$ cat config.mk
export PLATFORM = sky130hd
export DESIGN_NAME = audio_clock_format_config
export DESIGN_NICKNAME = d
export VERILOG_FILES = /design/src/rtl/audio_cfg_pkg.sv /design/src/rtl/audio_clock_format_config.sv
export VERILOG_INCLUDE_DIRS = /design/src /design/src/rtl
export SDC_FILE = /design/constraint.sdc
export NUM_CORES = 1
export LEC_CHECK = 0
export BUFFER_PORTS_ARGS = -buffer_cell sky130_fd_sc_hd__buf_2
export CAP_MARGIN = 40
export CORE_ASPECT_RATIO = 1.25
export CORE_MARGIN = 4
export CORE_UTILIZATION = 64
export CTS_BUF_LIST = sky130_fd_sc_hd__clkbuf_8
export DETAILED_ROUTE_END_ITERATION = 12
export PLACE_DENSITY = 0.83
export REMOVE_ABC_BUFFERS = 1
export SLEW_MARGIN = 25
export SYNTH_ARGS = -nofsm -noshare
export SYNTH_HDL_FRONTEND = slang
export SYNTH_SLANG_ARGS = --single-unit
$ cat constraint.sdc
create_clock -name ref_clk -period 5.05 [get_ports ref_clk]
set_clock_uncertainty 0.2 [all_clocks]
set_input_delay 0.2525 -clock ref_clk [delete_from_list [all_inputs] [get_ports ref_clk]]
set_output_delay 0.2525 -clock ref_clk [all_outputs]
set_load 0.005 [all_outputs]
$ cat src/rtl/audio_cfg_consts.svh
`ifndef AUDIO_CFG_CONSTS_SVH
`define AUDIO_CFG_CONSTS_SVH

// ----------------------------------------------------------------
// register addresses and reset values
// ----------------------------------------------------------------
`define CLOCK_RATE_BASS_CONFIG_ADDR    8'h00
`define SERIAL_FORMAT_MUTE_CONFIG_ADDR 8'h01
`define CLOCK_RATE_BASS_CONFIG_RST     8'h83
`define SERIAL_FORMAT_MUTE_CONFIG_RST  8'h42

// ----------------------------------------------------------------
// field positions, first register
// ----------------------------------------------------------------
`define CLK_RATIO_LSB  0
`define CLK_RATIO_MSB  2
`define INTERP_LSB     3
`define INTERP_MSB     4
`define BASS_REDIR_BIT 5
`define HIGH_PASS_BIT  6
`define MAX_PWR_BIT    7

// ----------------------------------------------------------------
// field positions, second register
// ----------------------------------------------------------------
`define BYPASS_BIT     0
`define ZERO_MUTE_BIT  1
`define IN_FMT_LSB     2
`define IN_FMT_MSB     4
`define FB_BIT         5
`define ZERO_CROSS_BIT 6
`define LIM_BIT        7

// ----------------------------------------------------------------
// counts
// ----------------------------------------------------------------
`define ZERO_MUTE_COUNT 2048

`endif

$ cat src/rtl/audio_cfg_pkg.sv
package audio_cfg_pkg;

   typedef enum logic [2:0] {
      FMT_I2S, FMT_LEFT_JUST, FMT_RJ16, FMT_RJ18, FMT_RJ20, FMT_RJ24,
      FMT_UNDEF6, FMT_UNDEF7
   } serial_format_t;

   typedef enum logic [1:0] {
      OS_X4, OS_X2, OS_X1, OS_UNDEF
   } interp_t;

   typedef enum logic [2:0] {
      RATIO_64, RATIO_128, RATIO_192, RATIO_256, RATIO_384,
      RATIO_512, RATIO_768
   } clock_ratio_t;

   typedef enum logic [1:0] {
      RATE_32K, RATE_44K1, RATE_48K, RATE_UNKNOWN
   } rate_family_t;

endpackage

$ cat src/rtl/audio_clock_format_config.sv
`timescale 1ns/1ps
`include "audio_cfg_consts.svh"

// Functional notes
// - register 00h holds ratio, interpolation, redirect, correction
// - register 01h holds bypass, mute, format, order
// - sample rates 32 to 192 kHz supported
// - pick 65.536/90.3168/98.304 MHz processing clock
// - interpolation 00 ratio decode 128..768 fs
// - interpolation 01/10 ratio decode 64..384 fs
// - interpolation code gives x4, x2, pass-through
// - redirect bit feeds channel 6 from mix
// - power correction only in output modes 00/10
// - bypass skips biquads and tone stages
// - mute channel after 2048 consecutive zero samples
// - decode serial input format codes 000..101
// - first-bit order selects msb or lsb first
// - zero-crossing bit defers volume changes
// - limiter bit picks anti-clip or compression
// - power output mode 00 fixed, 10 full
module audio_clock_format_config #(
   parameter int CHANNELS  = 8,
   parameter int ZERO_RUN  = `ZERO_MUTE_COUNT
) (
   input  wire logic                          ref_clk,
   input  wire logic                          reset_n,
   input  wire logic                          reg_write,
   input  wire logic [7:0]                    reg_addr,
   input  wire logic [7:0]                    reg_wdata,
   output logic      [7:0]                    reg_rdata,
   input  wire logic [1:0]                    power_output_mode,
   input  wire logic [1:0]                    rate_family,
   input  wire logic                          sample_strobe,
   input  wire logic [CHANNELS-1:0]           sample_is_zero,
   output logic      [2:0]                    master_clock_ratio_select,
   output logic      [1:0]                    interpolation_ratio,
   output logic                               bass_redirect_enable,
   output logic                               high_pass_enable_bit,
   output logic                               max_power_correction,
   output logic                               correction_active,
   output logic                               dsp_bypass,
   output logic                               zero_detect_mute_enable,
   output logic      [2:0]                    serial_input_format,
   output logic                               serial_input_first_bit,
   output logic                               zero_cross_volume,
   output logic                               limiter_compression_mode,
   output audio_cfg_pkg::serial_format_t      format_decoded,
   output audio_cfg_pkg::interp_t             oversample,
   output audio_cfg_pkg::clock_ratio_t        xtal_ratio,
   output logic      [31:0]                   proc_clock_hz,
   output logic      [CHANNELS-1:0]           channel_auto_mute
);

   // ------------------------------------------------------------
   // configuration storage
   // ------------------------------------------------------------
   logic [7:0] clock_rate_bass_config;
   logic [7:0] serial_format_mute_config;

   always_ff @(posedge ref_clk or negedge reset_n) begin
      if (!reset_n) begin
         clock_rate_bass_config    <= `CLOCK_RATE_BASS_CONFIG_RST;
         serial_format_mute_config <= `SERIAL_FORMAT_MUTE_CONFIG_RST;
      end else if (reg_write) begin
         if (reg_addr == `CLOCK_RATE_BASS_CONFIG_ADDR)
            clock_rate_bass_config <= reg_wdata;
         if (reg_addr == `SERIAL_FORMAT_MUTE_CONFIG_ADDR)
            serial_format_mute_config <= reg_wdata;
      end
   end

   // ------------------------------------------------------------
   // readback
   // ------------------------------------------------------------
   logic [7:0] next_rdata;

   always_comb begin
      unique case (reg_addr)
         `CLOCK_RATE_BASS_CONFIG_ADDR:
            next_rdata = clock_rate_bass_config;
         `SERIAL_FORMAT_MUTE_CONFIG_ADDR:
            next_rdata = serial_format_mute_config;
         default:
            next_rdata = 8'h00;
      endcase
   end

   always_ff @(posedge ref_clk or negedge reset_n) begin
      if (!reset_n)
         reg_rdata <= 8'h00;
      else
         reg_rdata <= next_rdata;
   end

   // ------------------------------------------------------------
   // field outputs
   // ------------------------------------------------------------
   logic [1:0] mode_s1, mode_s2, rf_s1, rf_s2;

   // mode and rate straps come from other domains: two flops first
   always_ff @(posedge ref_clk or negedge reset_n) begin
      if (!reset_n) begin
         mode_s1 <= 2'h0;
         mode_s2 <= 2'h0;
         rf_s1   <= 2'h0;
         rf_s2   <= 2'h0;
      end else begin
         mode_s1 <= power_output_mode;
         mode_s2 <= mode_s1;
         rf_s1   <= rate_family;
         rf_s2   <= rf_s1;
      end
   end

   always_ff @(posedge ref_clk or negedge reset_n) begin
      if (!reset_n) begin
         master_clock_ratio_select <= 3'h3;
         interpolation_ratio       <= 2'h0;
         bass_redirect_enable      <= 1'b0;
         high_pass_enable_bit      <= 1'b0;
         max_power_correction      <= 1'b1;
         correction_active         <= 1'b0;
         dsp_bypass                <= 1'b0;
         zero_detect_mute_enable   <= 1'b1;
         serial_input_format       <= 3'h0;
         serial_input_first_bit    <= 1'b0;
         zero_cross_volume         <= 1'b1;
         limiter_compression_mode  <= 1'b0;
      end else begin
         master_clock_ratio_select <=
            clock_rate_bass_config[`CLK_RATIO_MSB:`CLK_RATIO_LSB];
         interpolation_ratio <=
            clock_rate_bass_config[`INTERP_MSB:`INTERP_LSB];
         bass_redirect_enable <=
            clock_rate_bass_config[`BASS_REDIR_BIT];
         high_pass_enable_bit <=
            clock_rate_bass_config[`HIGH_PASS_BIT];
         max_power_correction <=
            clock_rate_bass_config[`MAX_PWR_BIT];
         // modes 01 and 11 are reserved: correction stays off there
         correction_active <= clock_rate_bass_config[`MAX_PWR_BIT] &&
            (mode_s2 == 2'h0 || mode_s2 == 2'h2);
         dsp_bypass <= serial_format_mute_config[`BYPASS_BIT];
         zero_detect_mute_enable <=
            serial_format_mute_config[`ZERO_MUTE_BIT];
         serial_input_format <=
            serial_format_mute_config[`IN_FMT_MSB:`IN_FMT_LSB];
         serial_input_first_bit <=
            serial_format_mute_config[`FB_BIT];
         zero_cross_volume <=
            serial_format_mute_config[`ZERO_CROSS_BIT];
         limiter_compression_mode <=
            serial_format_mute_config[`LIM_BIT];
      end
   end

   // ------------------------------------------------------------
   // decodes
   // ------------------------------------------------------------
   audio_cfg_pkg::clock_ratio_t next_ratio;
   logic [31:0]                 next_clk_hz;
   logic [2:0]                  ratio_code;
   logic [1:0]                  interp_code;

   assign ratio_code  = clock_rate_bass_config[`CLK_RATIO_MSB:`CLK_RATIO_LSB];
   assign interp_code = clock_rate_bass_config[`INTERP_MSB:`INTERP_LSB];

   always_comb begin
      next_ratio = audio_cfg_pkg::RATIO_128;
      if (interp_code == 2'h0) begin
         if (ratio_code[2])
            next_ratio = audio_cfg_pkg::RATIO_128;
         else if (ratio_code == 3'h3)
            next_ratio = audio_cfg_pkg::RATIO_256;
         else if (ratio_code == 3'h2)
            next_ratio = audio_cfg_pkg::RATIO_384;
         else if (ratio_code == 3'h1)
            next_ratio = audio_cfg_pkg::RATIO_512;
         else
            next_ratio = audio_cfg_pkg::RATIO_768;
      end else begin
         // code 11 undefined: reuse the 01/10 column
         if (ratio_code[2])
            next_ratio = audio_cfg_pkg::RATIO_64;
         else if (ratio_code == 3'h3)
            next_ratio = audio_cfg_pkg::RATIO_128;
         else if (ratio_code == 3'h2)
            next_ratio = audio_cfg_pkg::RATIO_192;
         else if (ratio_code == 3'h1)
            next_ratio = audio_cfg_pkg::RATIO_256;
         else
            next_ratio = audio_cfg_pkg::RATIO_384;
      end
   end

   always_comb begin
      unique case (rf_s2)
         2'h0:    next_clk_hz = 32'h03E80000;
         2'h1:    next_clk_hz = 32'h05622000;
         2'h2:    next_clk_hz = 32'h05DC0000;
         default: next_clk_hz = 32'h00000000;
      endcase
   end

   always_ff @(posedge ref_clk or negedge reset_n) begin
      if (!reset_n) begin
         format_decoded <= audio_cfg_pkg::FMT_I2S;
         oversample     <= audio_cfg_pkg::OS_X4;
         xtal_ratio     <= audio_cfg_pkg::RATIO_256;
         proc_clock_hz  <= 32'd0;
      end else begin
         format_decoded <= audio_cfg_pkg::serial_format_t'(
            serial_format_mute_config[`IN_FMT_MSB:`IN_FMT_LSB]);
         oversample <= audio_cfg_pkg::interp_t'(interp_code);
         xtal_ratio    <= next_ratio;
         proc_clock_hz <= next_clk_hz;
      end
   end

   // ------------------------------------------------------------
   // zero-detect auto mute, one run counter per channel
   // ------------------------------------------------------------
   localparam int CW = $clog2(ZERO_RUN + 1);

   for (genvar c = 0; c < CHANNELS; c++) begin : g_zero
      logic [CW-1:0] run;
      always_ff @(posedge ref_clk or negedge reset_n) begin
         if (!reset_n) begin
            run                  <= '0;
            channel_auto_mute[c] <= 1'b0;
         end else begin
            if (sample_strobe) begin
               if (!sample_is_zero[c])
                  run <= '0;
               else if (run != CW'(ZERO_RUN))
                  run <= run + 1'b1;
            end
            // mute releases one clock after a nonzero sample clears the run
            channel_auto_mute[c] <= zero_detect_mute_enable &&
               run == CW'(ZERO_RUN);
         end
      end
   end

endmodule

==> key figures, run 1 <==
Run status
  • Outcome: finished clean

Critical path
  • Slowest cell on the critical path: sky130_fd_sc_hd__or4_1
  • Cell-by-cell listing of the critical path: nand3_1, or3_1, or4_1, nand3_1
  • CP Launch Type: register
  • CP endpoint kind: register
  • Critical register-to-register path startpoint: g_zero[4].run[2]$_DFFE_PN0P_
  • Worst-path fanout max: 6
  • Crit path largest cell delay: 0.51 ns
  • Data required time at the worst endpoint: 5.24 ns
  • Data arrival time at the worst-slack endpoint: 2.12 ns
  • Cell repeated most along the worst path: sky130_fd_sc_hd__nand3_1
  • Crit Path Class: reg2reg
  • Worst Setup SP: g_zero[4].run[2]$_DFFE_PN0P_

Clock tree
  • Root buf cell: sky130_fd_sc_hd__clkbuf_8
  • Number of clock sinks: 161
  • Number of clock buffers inserted by TritonCTS: 17
  • # hold bufs at CTS: 19
  • Max H-tree Level: 4
  • Clock transition at the registers of the reported paths: 0.09 ns
  • Clock tree from TritonCTS: yes
  • Quantity of gates resized following cts: 0
  • Worst-case clock buffer depth: 2
  • Number of buffers inserted by post-CTS setup repair: 0
  • Clock latency at the later pin of the worst-skew pair: 0.46 ns

STA
  • Setup repair after global routing missed its margin: no
  • Final worst path period share: 38.31%
  • Final critical-path required period: 1.934 ns
  • Fmax: 516.9 MHz
  • Final total negative setup slack: 0 ns
  • Total count of max-transition violations in the final report: 0
  • Final Hold Violating Endpoints: 0
  • Slew @ Worst Pin: 0.7124 ns
  • Slew margin rel.: 52.50%
  • Setup-violating endpoint count in the final report: 0

Global route
  • Total global routing overflow: 0
  • Maximum number of pins on one net before global-route repair: 71
  • Antenna violations before repair: 0
  • Total GRT Usage: 25.66%
  • Global-route wire length before repair: 29660 um
  • Vias in the first global route: 6291

Floorplanning
  • I/O pin count: 105
  • Placeable core region: 12160 sq um
  • Vert. Die Dim: 132.9 um
  • Horiz. Die Dim: 107.9 um
  • Initial cell density of the core: 65.71%
  • Row cnt: 45
  • Die outline area: 14350 sq um

Synth
  • Mapped cell area: 7991 sq um
  • Count of flip-flops with a built-in enable after synthesis: 0
  • Proportion of netlist area held by the largest area contributor: 46.66%
  • Number of distinct library cell variants in the gate-level netlist after synthesis: 54
  • Register bit count reported by yosys: 161
  • Commonest cells in the netlist: sky130_fd_sc_hd__dfrtp_1, sky130_fd_sc_hd__nand2_1, sky130_fd_sc_hd__o21ai_0
  • Sequential-to-total area share from yosys stat: 50.60%
  • Warnings from Yosys: 0
  • Predominant post-synthesis flop cell: sky130_fd_sc_hd__dfrtp_1
  • Most common cell in the synthesized netlist: sky130_fd_sc_hd__dfrtp_1
  • Mapped Avg Cell Area: 10.01 sq um
  • Share of flip-flops with an asynchronous set or reset after synthesis: 100.0%
  • Cells taking the most area after synthesis: sky130_fd_sc_hd__dfrtp_1, sky130_fd_sc_hd__nand2_1, sky130_fd_sc_hd__dfstp_2
  • Cell type with the highest aggregate area in the netlist: sky130_fd_sc_hd__dfrtp_1
  • Mapped Cells: 798

Routing
  • DRT Wirelength: 17620 um
  • Vias: 6528
  • Routed Antenna Nets: 0
  • Drt first-iter violations: 462
  • Drc violations: 0
  • Routed wirelength normalized by instance count: 16.69 um
  • Routed via count divided by cell count: 6.182
  • First-pass iteration count of the detailed router: 6

Layout
  • Area growth from synthesis to layout: 12.71%
  • Number of fillers in the final layout: 907
  • Final Net Count: 933
  • Util after Layout: 74.06%
  • Final antenna diode count: 0
  • Non-Filler Cell Area, Final: 9007 sq um
  • Layout cells sized above 1: 17.71%

Placement
  • Gp weighted congestion: 0.8737
  • Post-detailed-placement half-perimeter wirelength: 11750 um
  • Buffers added on ports: 82
  • Post-detailed-placement cell area: 8363 sq um

Pwr
  • Cell Pwr Density: 312.8 nW/um^2
  • Maximum vdd drop: 0.2444 mV
  • Lkg Pwr: 4.320 nW

Hold path
  • Path type of the worst min-delay path: in2reg
  • Hold path startpoint: sample_is_zero[1]

Run
  • Total of max-cap violations: 0
[cells in the final DEF (no fill, tap or decap), drive strengths merged, types with 17 or more instances in the layout]
| cell type | n |
|---|---|
| mux2 | 20 |
| dfrtp | 149 |
| conb | 21 |
| and3 | 19 |
| buf | 86 |
| a22o | 22 |
| ha | 22 |
| clkbuf | 19 |
| dlygate4sd3 | 19 |
| nor2 | 35 |
| a21oi | 17 |
| o21ai | 59 |
| inv | 37 |
| nand3 | 43 |
| o31ai | 21 |
| a21o | 17 |
| nand2 | 87 |
| nand4 | 24 |
[registers in the layout, indices dropped and copies added (netlist names), 2 cells and up]
signal                     count
format_decoded                 3
clock_rate_bass_config         8
proc_clock_hz                  7
rf_s1                          2
g_zero.run                    96
channel_auto_mute              8
rf_s2                          2
reg_rdata                      8
serial_format_mute_config      8
xtal_ratio                     3
master_clock_ratio_select      3
oversample                     2
[metrics by stage]
stage | total power [W] | worst slack [ns] | hold WS (ns) | cells
6_report | 0.002818 | 3.116 | 0.02335 | 1056
3_5_place_dp | 0.001767 | 2.694 | 0.06520 | 1005
2_1_floorplan | 0.001628 | 3.113 | -0.2431 | 755
3_3_place_gp | 0.001743 | 2.719 | 0.05432 | 1005
5_1_grt | 0.002956 | 2.919 | 0.05075 | 1056
4_1_cts | 0.002840 | 3.145 | 0.002596 | 1056
[routing by layer]
metal  wire [um]  vias to the layer above  global-route usage, %  share of wire [%]
met5           0                        -                      0                  0
met4         450                        0                  10.25                2.6
met3        1174                       43                  7.369                6.7
met2        9174                      261                  43.19                 52
met1        6824                     3200                  30.89                 39
li1            -                     3024                      -                  -
[cell type report]
class,count,area [sq um],share of cell area (%)
clock inverters,13,192.7,2.139
flip-flops and latches,161,4044,44.90
repair buffers,105,636.9,7.070
well taps,164,205.2,2.278
clock buffers,19,261.5,2.903
multi-input cells,558,3532,39.21
inverters,36,135.1,1.500
[critical path, delay by kind of cell (launching register included)]
family	cells	cell delay, ns
DFF	1	0.46
and+or+nand+nor	4	1.21
[final timing paths]
| path | end | slack [ns] | cells after the start |
|---|---|---|---|
| setup / recovery | g_zero[4].run[11]$_DFFE_PN0P_ | 3.12 | 4 |
| max in group asynchronous | mode_s1[0]$_DFF_PN0_ | 3.43 | 3 |
| hold reg to reg | mode_s2[0]$_DFF_PN0_ | 0.16 | 0 |
| min in group asynchronous | g_zero[2].run[8]$_DFFE_PN0P_ | 0.13 | 2 |
| hold / removal | g_zero[1].run[3]$_DFFE_PN0P_ | 0.02 | 3 |
| setup reg to reg | g_zero[4].run[11]$_DFFE_PN0P_ | 3.12 | 4 |
[kinds of logic after synthesis]
kind of cell               synth area share (%)
DFF                                       50.60
adders and majority gates                 3.444
AOI/OAI and AO/OA                         15.86
muxes                                     3.570
xor gates and xnor gates                 0.2192
other                                   0.04693
and+or+nand+nor                           20.12
buffers and inverters                     6.137
[power breakdown]
part | internal [W] | switching, W | leakage [nW]
combinational | 0.000134 | 0.000181 | 1.94
sequential | 0.00137 | 0.0000792 | 2.15
clock | 0.000607 | 0.000451 | 0.234
total | 0.00211 | 0.000711 | 4.32
Power figures use the tool's default switching activity.
==> run 2: changes to the inputs <==
--- a/config.mk
+++ b/config.mk
@@ -10,10 +10,10 @@
 export CAP_MARGIN = 40
 export CORE_ASPECT_RATIO = 1.25
 export CORE_MARGIN = 4
-export CORE_UTILIZATION = 64
+export CORE_UTILIZATION = 60
 export CTS_BUF_LIST = sky130_fd_sc_hd__clkbuf_8
 export DETAILED_ROUTE_END_ITERATION = 12
-export PLACE_DENSITY = 0.83
+export PLACE_DENSITY = 0.78
 export REMOVE_ABC_BUFFERS = 1
 export SLEW_MARGIN = 25
 export SYNTH_ARGS = -nofsm -noshare
==> constraint.sdc (replaced) <==
create_clock -name ref_clk -period 1.87 [get_ports ref_clk]
set_clock_uncertainty 0.2 [all_clocks]
set_input_delay 0.0935 -clock ref_clk [delete_from_list [all_inputs] [get_ports ref_clk]]
set_output_delay 0.0935 -clock ref_clk [all_outputs]
set_load 0.005 [all_outputs]
==> run 2 against run 1 <==
Against the previous run:
- power increased to 2.5 times the previous value
- critical path depth unchanged
- cell count increased by 4.5%
- via count increased by 3.0%
- core utilization decreased by 1.2 points
- first-iteration DRC count increased by 13%
- sequential cell count unchanged
- sequential power increased to 2.7 times the previous value
- global-route usage decreased by 1.2 points
- hold slack improved by 0.018 ns
- critical path type unchanged
- critical endpoint unchanged
- largest power group unchanged
==> key figures, run 2 (same netlist as run 1, synthesis figures left out) <==
Run status
  • Outcome: finished clean

Routing
  • DRT Wirelength: 18400 um
  • Drc violations: 0
  • Routed wirelength normalized by instance count: 16.68 um
  • Routed via count divided by cell count: 6.098
  • Drt first-iter violations: 520
  • First-pass iteration count of the detailed router: 5
  • Routed Antenna Nets: 0
  • Vias: 6726

Critical path
  • Sum of buffers and inverters on the critical path: 0
  • Crit Path Class: reg2reg
  • CP endpoint kind: register
  • Cell-by-cell listing of the critical path: nand3_1, or3_4, or4_1, nand3_1
  • Cell repeated most along the worst path: sky130_fd_sc_hd__nand3_1
  • Largest delay contributor family on the critical path: simple AND/OR/NAND/NOR gates
  • Data arrival time at the worst-slack endpoint: 1.97 ns
  • Worst-path fanout max: 6
  • CP Launch Type: register
  • Data required time at the worst endpoint: 2.07 ns
  • Crit path largest cell delay: 0.47 ns
  • Slowest cell on the critical path: sky130_fd_sc_hd__or4_1

Placement
  • Buffers added on ports: 82
  • Placed cells: 1035
  • Post-detailed-placement half-perimeter wirelength: 12440 um
  • Gp weighted congestion: 0.9032

STA
  • Worst hold-check slack: 0.04170 ns
  • Fmax: 562.6 MHz
  • Final worst path period share: 95.05%
  • Final critical-path required period: 1.777 ns
  • Total count of max-transition violations in the final report: 0
  • Setup repair after global routing missed its margin: yes
  • Final Hold Violating Endpoints: 0
  • Setup-violating endpoint count in the final report: 0

Pwr
  • Sw frac: 26.68%
  • Cell Pwr Density: 762.6 nW/um^2
  • Seq pwr share: 54.3%
  • Pint: 0.005255 W
  • Maximum vdd drop: 0.5276 mV
  • Share of total power in combinational logic: 13.4%
  • Switch Pwr: 0.001913 W
  • Lkg Pwr: 4.542 nW
  • Clk pwr share: 32.3%

Global route
  • Global-route wire length before repair: 30530 um
  • Maximum number of pins on one net before global-route repair: 47
  • Antenna violations before repair: 0
  • Vias in the first global route: 6418
  • Total global routing overflow: 0
  • Total GRT Usage: 24.47%

Clock tree
  • Worst-case clock buffer depth: 2
  • Clock tree from TritonCTS: yes
  • Clock latency at the later pin of the worst-skew pair: 0.45 ns
  • Max H-tree Level: 4
  • Number of clock buffers inserted by TritonCTS: 17
  • Clock transition at the registers of the reported paths: 0.08 ns
  • Number of clock sinks: 161
  • Root buf cell: sky130_fd_sc_hd__clkbuf_8

Layout
  • Area growth from synthesis to layout: 17.61%
  • Register containing the most flip-flops in the final layout: g_zero.run
  • Post-route non-filler standard cell count: 1103
  • Most used cells in the layout excluding fill and tap cells: sky130_fd_sc_hd__dfrtp_1, sky130_fd_sc_hd__nand2_1, sky130_fd_sc_hd__buf_2
  • Final Net Count: 976
  • Final antenna diode count: 0
  • Number of flip-flops under the largest register name: 96
  • Layout cells sized above 1: 21.39%
  • Most common cell after layout, fill and taps aside: sky130_fd_sc_hd__dfrtp_1

Floorplanning
  • Placeable core region: 12890 sq um
  • Row cnt: 46
  • Initial cell density of the core: 61.99%
  • Die outline area: 15240 sq um
  • Horiz. Die Dim: 111.2 um
  • Vert. Die Dim: 137.0 um
  • I/O pin count: 105

Run
  • Total of max-cap violations: 0

Hold path
  • Path type of the worst min-delay path: in2reg
[run 2: power by group through the flow]
stage	logic [W]	registers, W	clock network, W
final	0.000964	0.00389	0.00231
after detailed placement	0.000882	0.00395	0
after floorplan	0.000484	0.00391	0
after global placement	0.000838	0.00394	0
after CTS	0.000940	0.00389	0.00237
after global routing	0.00111	0.00392	0.00252
[run 2: layout make-up]
class / instances / area [sq um]
repair buffers: 148 / 1057
inverters: 36 / 135.1
multi-input cells: 558 / 3595
flip-flops and latches: 161 / 4045
clock buffers: 20 / 275.3
well taps: 168 / 210.2
clock inverters: 12 / 81.33
fillers: 925 / 3493
[run 2: per-layer routing]
layer / vias to the layer above / share of wire (%) / global-route usage (%)
met1: 3325 / 41 / 29.80
met2: 235 / 51 / 41.72
met3: 38 / 6.1 / 7.165
li1: 3128 / - / -
met4: 0 / 2.2 / 8.857
met5: - / 0 / 0
[run 2: path summary, 6_finish.rpt]
kind                                              start                                        to  slack, ns  cells past startpoint
max in group asynchronous                       reset_n               zero_cross_volume$_DFF_PN1_       0.36                      4
hold reg to reg                      rf_s1[1]$_DFF_PN0_                        rf_s2[1]$_DFF_PN0_       0.16                      0
min in group asynchronous                       reset_n               proc_clock_hz[26]$_DFF_PN0_       0.48                      3
setup / recovery           g_zero[4].run[4]$_DFFE_PN0P_             g_zero[4].run[11]$_DFFE_PN0P_       0.09                      4
hold / removal                              reg_addr[6]  serial_format_mute_config[3]$_DFFE_PN0P_       0.04                      5
setup reg to reg           g_zero[4].run[4]$_DFFE_PN0P_             g_zero[4].run[11]$_DFFE_PN0P_       0.09                      4
[run 2: worst reg2reg max path: cells and delay by family (launching register included)]
family           cells  cell delay [ns]
AND/OR/NAND/NOR      4             1.11
flip-flops           1             0.41
[run 2: timing repair]
action,4_1_cts,5_1_grt
hold endpoints to repair,266,0
resized for setup,0,15
endpoints found under the setup margin,1,26
hold buffers,27,0
setup buffers,2,7
pin swaps,1,4
[run 2: per-stage QoR]
step	setup TNS [ns]	setup slack, ns	power (W)	utilization [%]	cell area (sq um)
global route	-0.005935	-0.005935	0.007545	72.90	9399
global placement	-0.009557	-0.009557	0.004774	67.00	8638
detailed placement	-0.1545	-0.05983	0.004832	67.00	8638
CTS	0	0.03855	0.007190	71.98	9280
floorplan	0	0.09187	0.004396	-	7711
finish	0	0.09254	0.007168	72.90	9399
==> run 3: changes to the inputs <==
--- a/config.mk
+++ b/config.mk
@@ -13,8 +13,9 @@
 export CORE_UTILIZATION = 60
 export CTS_BUF_LIST = sky130_fd_sc_hd__clkbuf_8
 export DETAILED_ROUTE_END_ITERATION = 12
-export PLACE_DENSITY = 0.78
+export PLACE_DENSITY = 0.82
 export REMOVE_ABC_BUFFERS = 1
+export SETUP_SLACK_MARGIN = 0.02
 export SLEW_MARGIN = 25
 export SYNTH_ARGS = -nofsm -noshare
 export SYNTH_HDL_FRONTEND = slang
==> run 3 against run 2 <==
Against the previous run:
- first-iteration DRC count shrank 15%
- cell count down 0.45%
- maximum frequency down 1.3%
- sequential power is essentially flat
- sequential share of layout area increased by 0.17 points
- sequential cell count is the same
- via count fell by 1.0%
- critical path depth stayed put
- combinational power grew 0.7%
- critical path type unchanged
- largest cell class unchanged
==> key figures, run 3 (same netlist as run 1, synthesis figures left out) <==
Pwr
  • Switch Pwr: 0.002091 W
  • Sw frac: 28.18%
  • Seq pwr share: 52.5%
  • Maximum vdd drop: 0.7891 mV
  • Lkg Pwr: 4.506 nW
  • Clk pwr share: 34.5%
  • Pint: 0.005329 W
  • Cell Pwr Density: 792.6 nW/um^2
  • Share of total power in combinational logic: 13.1%

Layout
  • Final Net Count: 971
  • Area growth from synthesis to layout: 17.16%
  • Area occupied by registers: 4045 sq um
  • Final antenna diode count: 0
  • Number of flip-flops under the largest register name: 96
  • Number of fillers in the final layout: 923
  • Most used cells in the layout excluding fill and tap cells: sky130_fd_sc_hd__dfrtp_1, sky130_fd_sc_hd__nand2_1, sky130_fd_sc_hd__buf_2
  • Area of combinational cells with multiple inputs: 3577 sq um
  • Most common cell after layout, fill and taps aside: sky130_fd_sc_hd__dfrtp_1
  • Layout cells sized above 1: 21.08%
  • Register containing the most flip-flops in the final layout: g_zero.run

Clock tree
  • Clock latency at the later pin of the worst-skew pair: 0.46 ns
  • Clock tree from TritonCTS: yes
  • Root buf cell: sky130_fd_sc_hd__clkbuf_8
  • Worst-case clock buffer depth: 2
  • Clock transition at the registers of the reported paths: 0.09 ns
  • Max H-tree Level: 4
  • Number of clock buffers inserted by TritonCTS: 17
  • Number of clock sinks: 161

Routing
  • Vias: 6656
  • Routed wirelength normalized by instance count: 16.88 um
  • First-pass iteration count of the detailed router: 6
  • Routed via count divided by cell count: 6.062
  • Drt first-iter violations: 444
  • Drc violations: 0
  • DRT Wirelength: 18540 um
  • Routed Antenna Nets: 0

Floorplanning
  • Vert. Die Dim: 137.0 um
  • Die outline area: 15240 sq um
  • Row cnt: 46
  • I/O pin count: 105
  • Horiz. Die Dim: 111.2 um
  • Initial cell density of the core: 61.99%
  • Placeable core region: 12890 sq um

Global route
  • Vias in the first global route: 6435
  • Maximum number of pins on one net before global-route repair: 82
  • Total global routing overflow: 0
  • Global-route wire length before repair: 30680 um
  • Antenna violations before repair: 0
  • Total GRT Usage: 24.66%

Run
  • Total of max-cap violations: 0

Critical path
  • Sum of buffers and inverters on the critical path: 0
  • Data arrival time at the worst-slack endpoint: 1.99 ns
  • Critical register-to-register path startpoint: g_zero[4].run[0]$_DFFE_PN0P_
  • Worst-path fanout max: 6
  • Worst reg-to-reg path cell count: 4
  • Register-to-register setup slack: 0.07 ns
  • CP endpoint kind: register
  • Largest delay contributor family on the critical path: simple AND/OR/NAND/NOR gates
  • Worst reg2reg path endpoint: g_zero[4].run[11]$_DFFE_PN0P_
  • Data required time at the worst endpoint: 2.06 ns
  • Slowest cell on the critical path: sky130_fd_sc_hd__or4_4
  • Crit Path Class: reg2reg
  • Cell-by-cell listing of the critical path: nand2_1, or3_4, or4_4, nand3_1
  • CP Launch Type: register
  • Crit path largest cell delay: 0.49 ns

Placement
  • Worst Setup Slack post-DPL: -0.03890 ns
  • Gp weighted congestion: 0.8949
  • Buffers added on ports: 82
  • Post-detailed-placement half-perimeter wirelength: 12190 um

Hold path
  • Path type of the worst min-delay path: in2async

STA
  • Final critical-path required period: 1.801 ns
  • Setup-violating endpoint count in the final report: 0
  • Fmax: 555.2 MHz
  • Setup repair after global routing missed its margin: yes
  • Final Hold Violating Endpoints: 0
  • Worst setup margin: 0.06876 ns
  • Final worst path period share: 96.32%
  • Worst hold-check slack: 0.006210 ns
  • Total count of max-transition violations in the final report: 0

Run status
  • Outcome: finished clean
-- run 3: worst max-delay path by stage --
stage	from	depth (start not counted)	slack, ns	to
after detailed placement	reg_addr[5]	5	-0.04	serial_format_mute_config[3]$_DFFE_PN0P_
final	g_zero[4].run[0]$_DFFE_PN0P_	4	0.07	g_zero[4].run[11]$_DFFE_PN0P_
after global routing	sample_strobe	7	0.009	g_zero[5].run[10]$_DFFE_PN0P_
after CTS	reg_addr[6]	6	0.03	serial_format_mute_config[3]$_DFFE_PN0P_
after floorplan	reg_addr[5]	4	0.09	reg_rdata[0]$_DFF_PN0_
after global placement	reg_addr[5]	5	-0.006	serial_format_mute_config[3]$_DFFE_PN0P_
-- run 3: stage by stage --
step / setup TNS (ns) / utilization, % / cell area [sq um] / std cells / power (W)
5_1_grt: 0 / 72.62 / 9363 / 1098 / 0.007790
3_3_place_gp: -0.005868 / 66.52 / 8576 / 1030 / 0.004748
6_report: 0 / 72.62 / 9363 / 1098 / 0.007421
4_1_cts: 0 / 71.88 / 9266 / 1092 / 0.007412
3_5_place_dp: -0.2372 / 66.52 / 8576 / 1030 / 0.004821
2_1_floorplan: 0 / - / 7711 / 755 / 0.004396
-- run 3: tightest hold or removal path: stages --
cell and delay (ns):
sky130_fd_sc_hd__dlygate4sd3_1 0.54, sky130_fd_sc_hd__buf_6 0.13, sky130_fd_sc_hd__buf_12 0.32
-- run 3: area by class of cell --
type	count	area share, %
sequential	161	43.20
tap	168	2.245
clock inverter	15	1.724
multi-input combinational	558	38.21
timing repair buffer	143	10.68
inverter	36	1.443
clock buffer	17	2.499
-- run 3: per-layer routing --
| layer | vias to the layer above | GRT usage, % | wire length [um] |
|---|---|---|---|
| li1 | 3117 | - | - |
| met1 | 3249 | 30.49 | 7630 |
| met2 | 261 | 42.49 | 9412 |
| met3 | 29 | 6.059 | 1179 |
| met4 | 0 | 8.722 | 317 |
| met5 | - | 0 | 0 |
-- run 3: what timing repair did --
item / CTS / global route
pin swaps: 1 / 7
setup buffers: 2 / 7
endpoints found under the setup margin: 4 / 47
endpoints found under the hold margin: 264 / 0
resized for setup: 0 / 13
hold buffers: 28 / 0
-- run 3: power groups by stage --
stage               logic, W  clock network, W  registers [W]
finish              0.000971           0.00256        0.00389
global route         0.00109           0.00278        0.00392
CTS                 0.000928           0.00260        0.00389
detailed placement  0.000871                 0        0.00395
global placement    0.000816                 0        0.00393
floorplan           0.000484                 0        0.00391
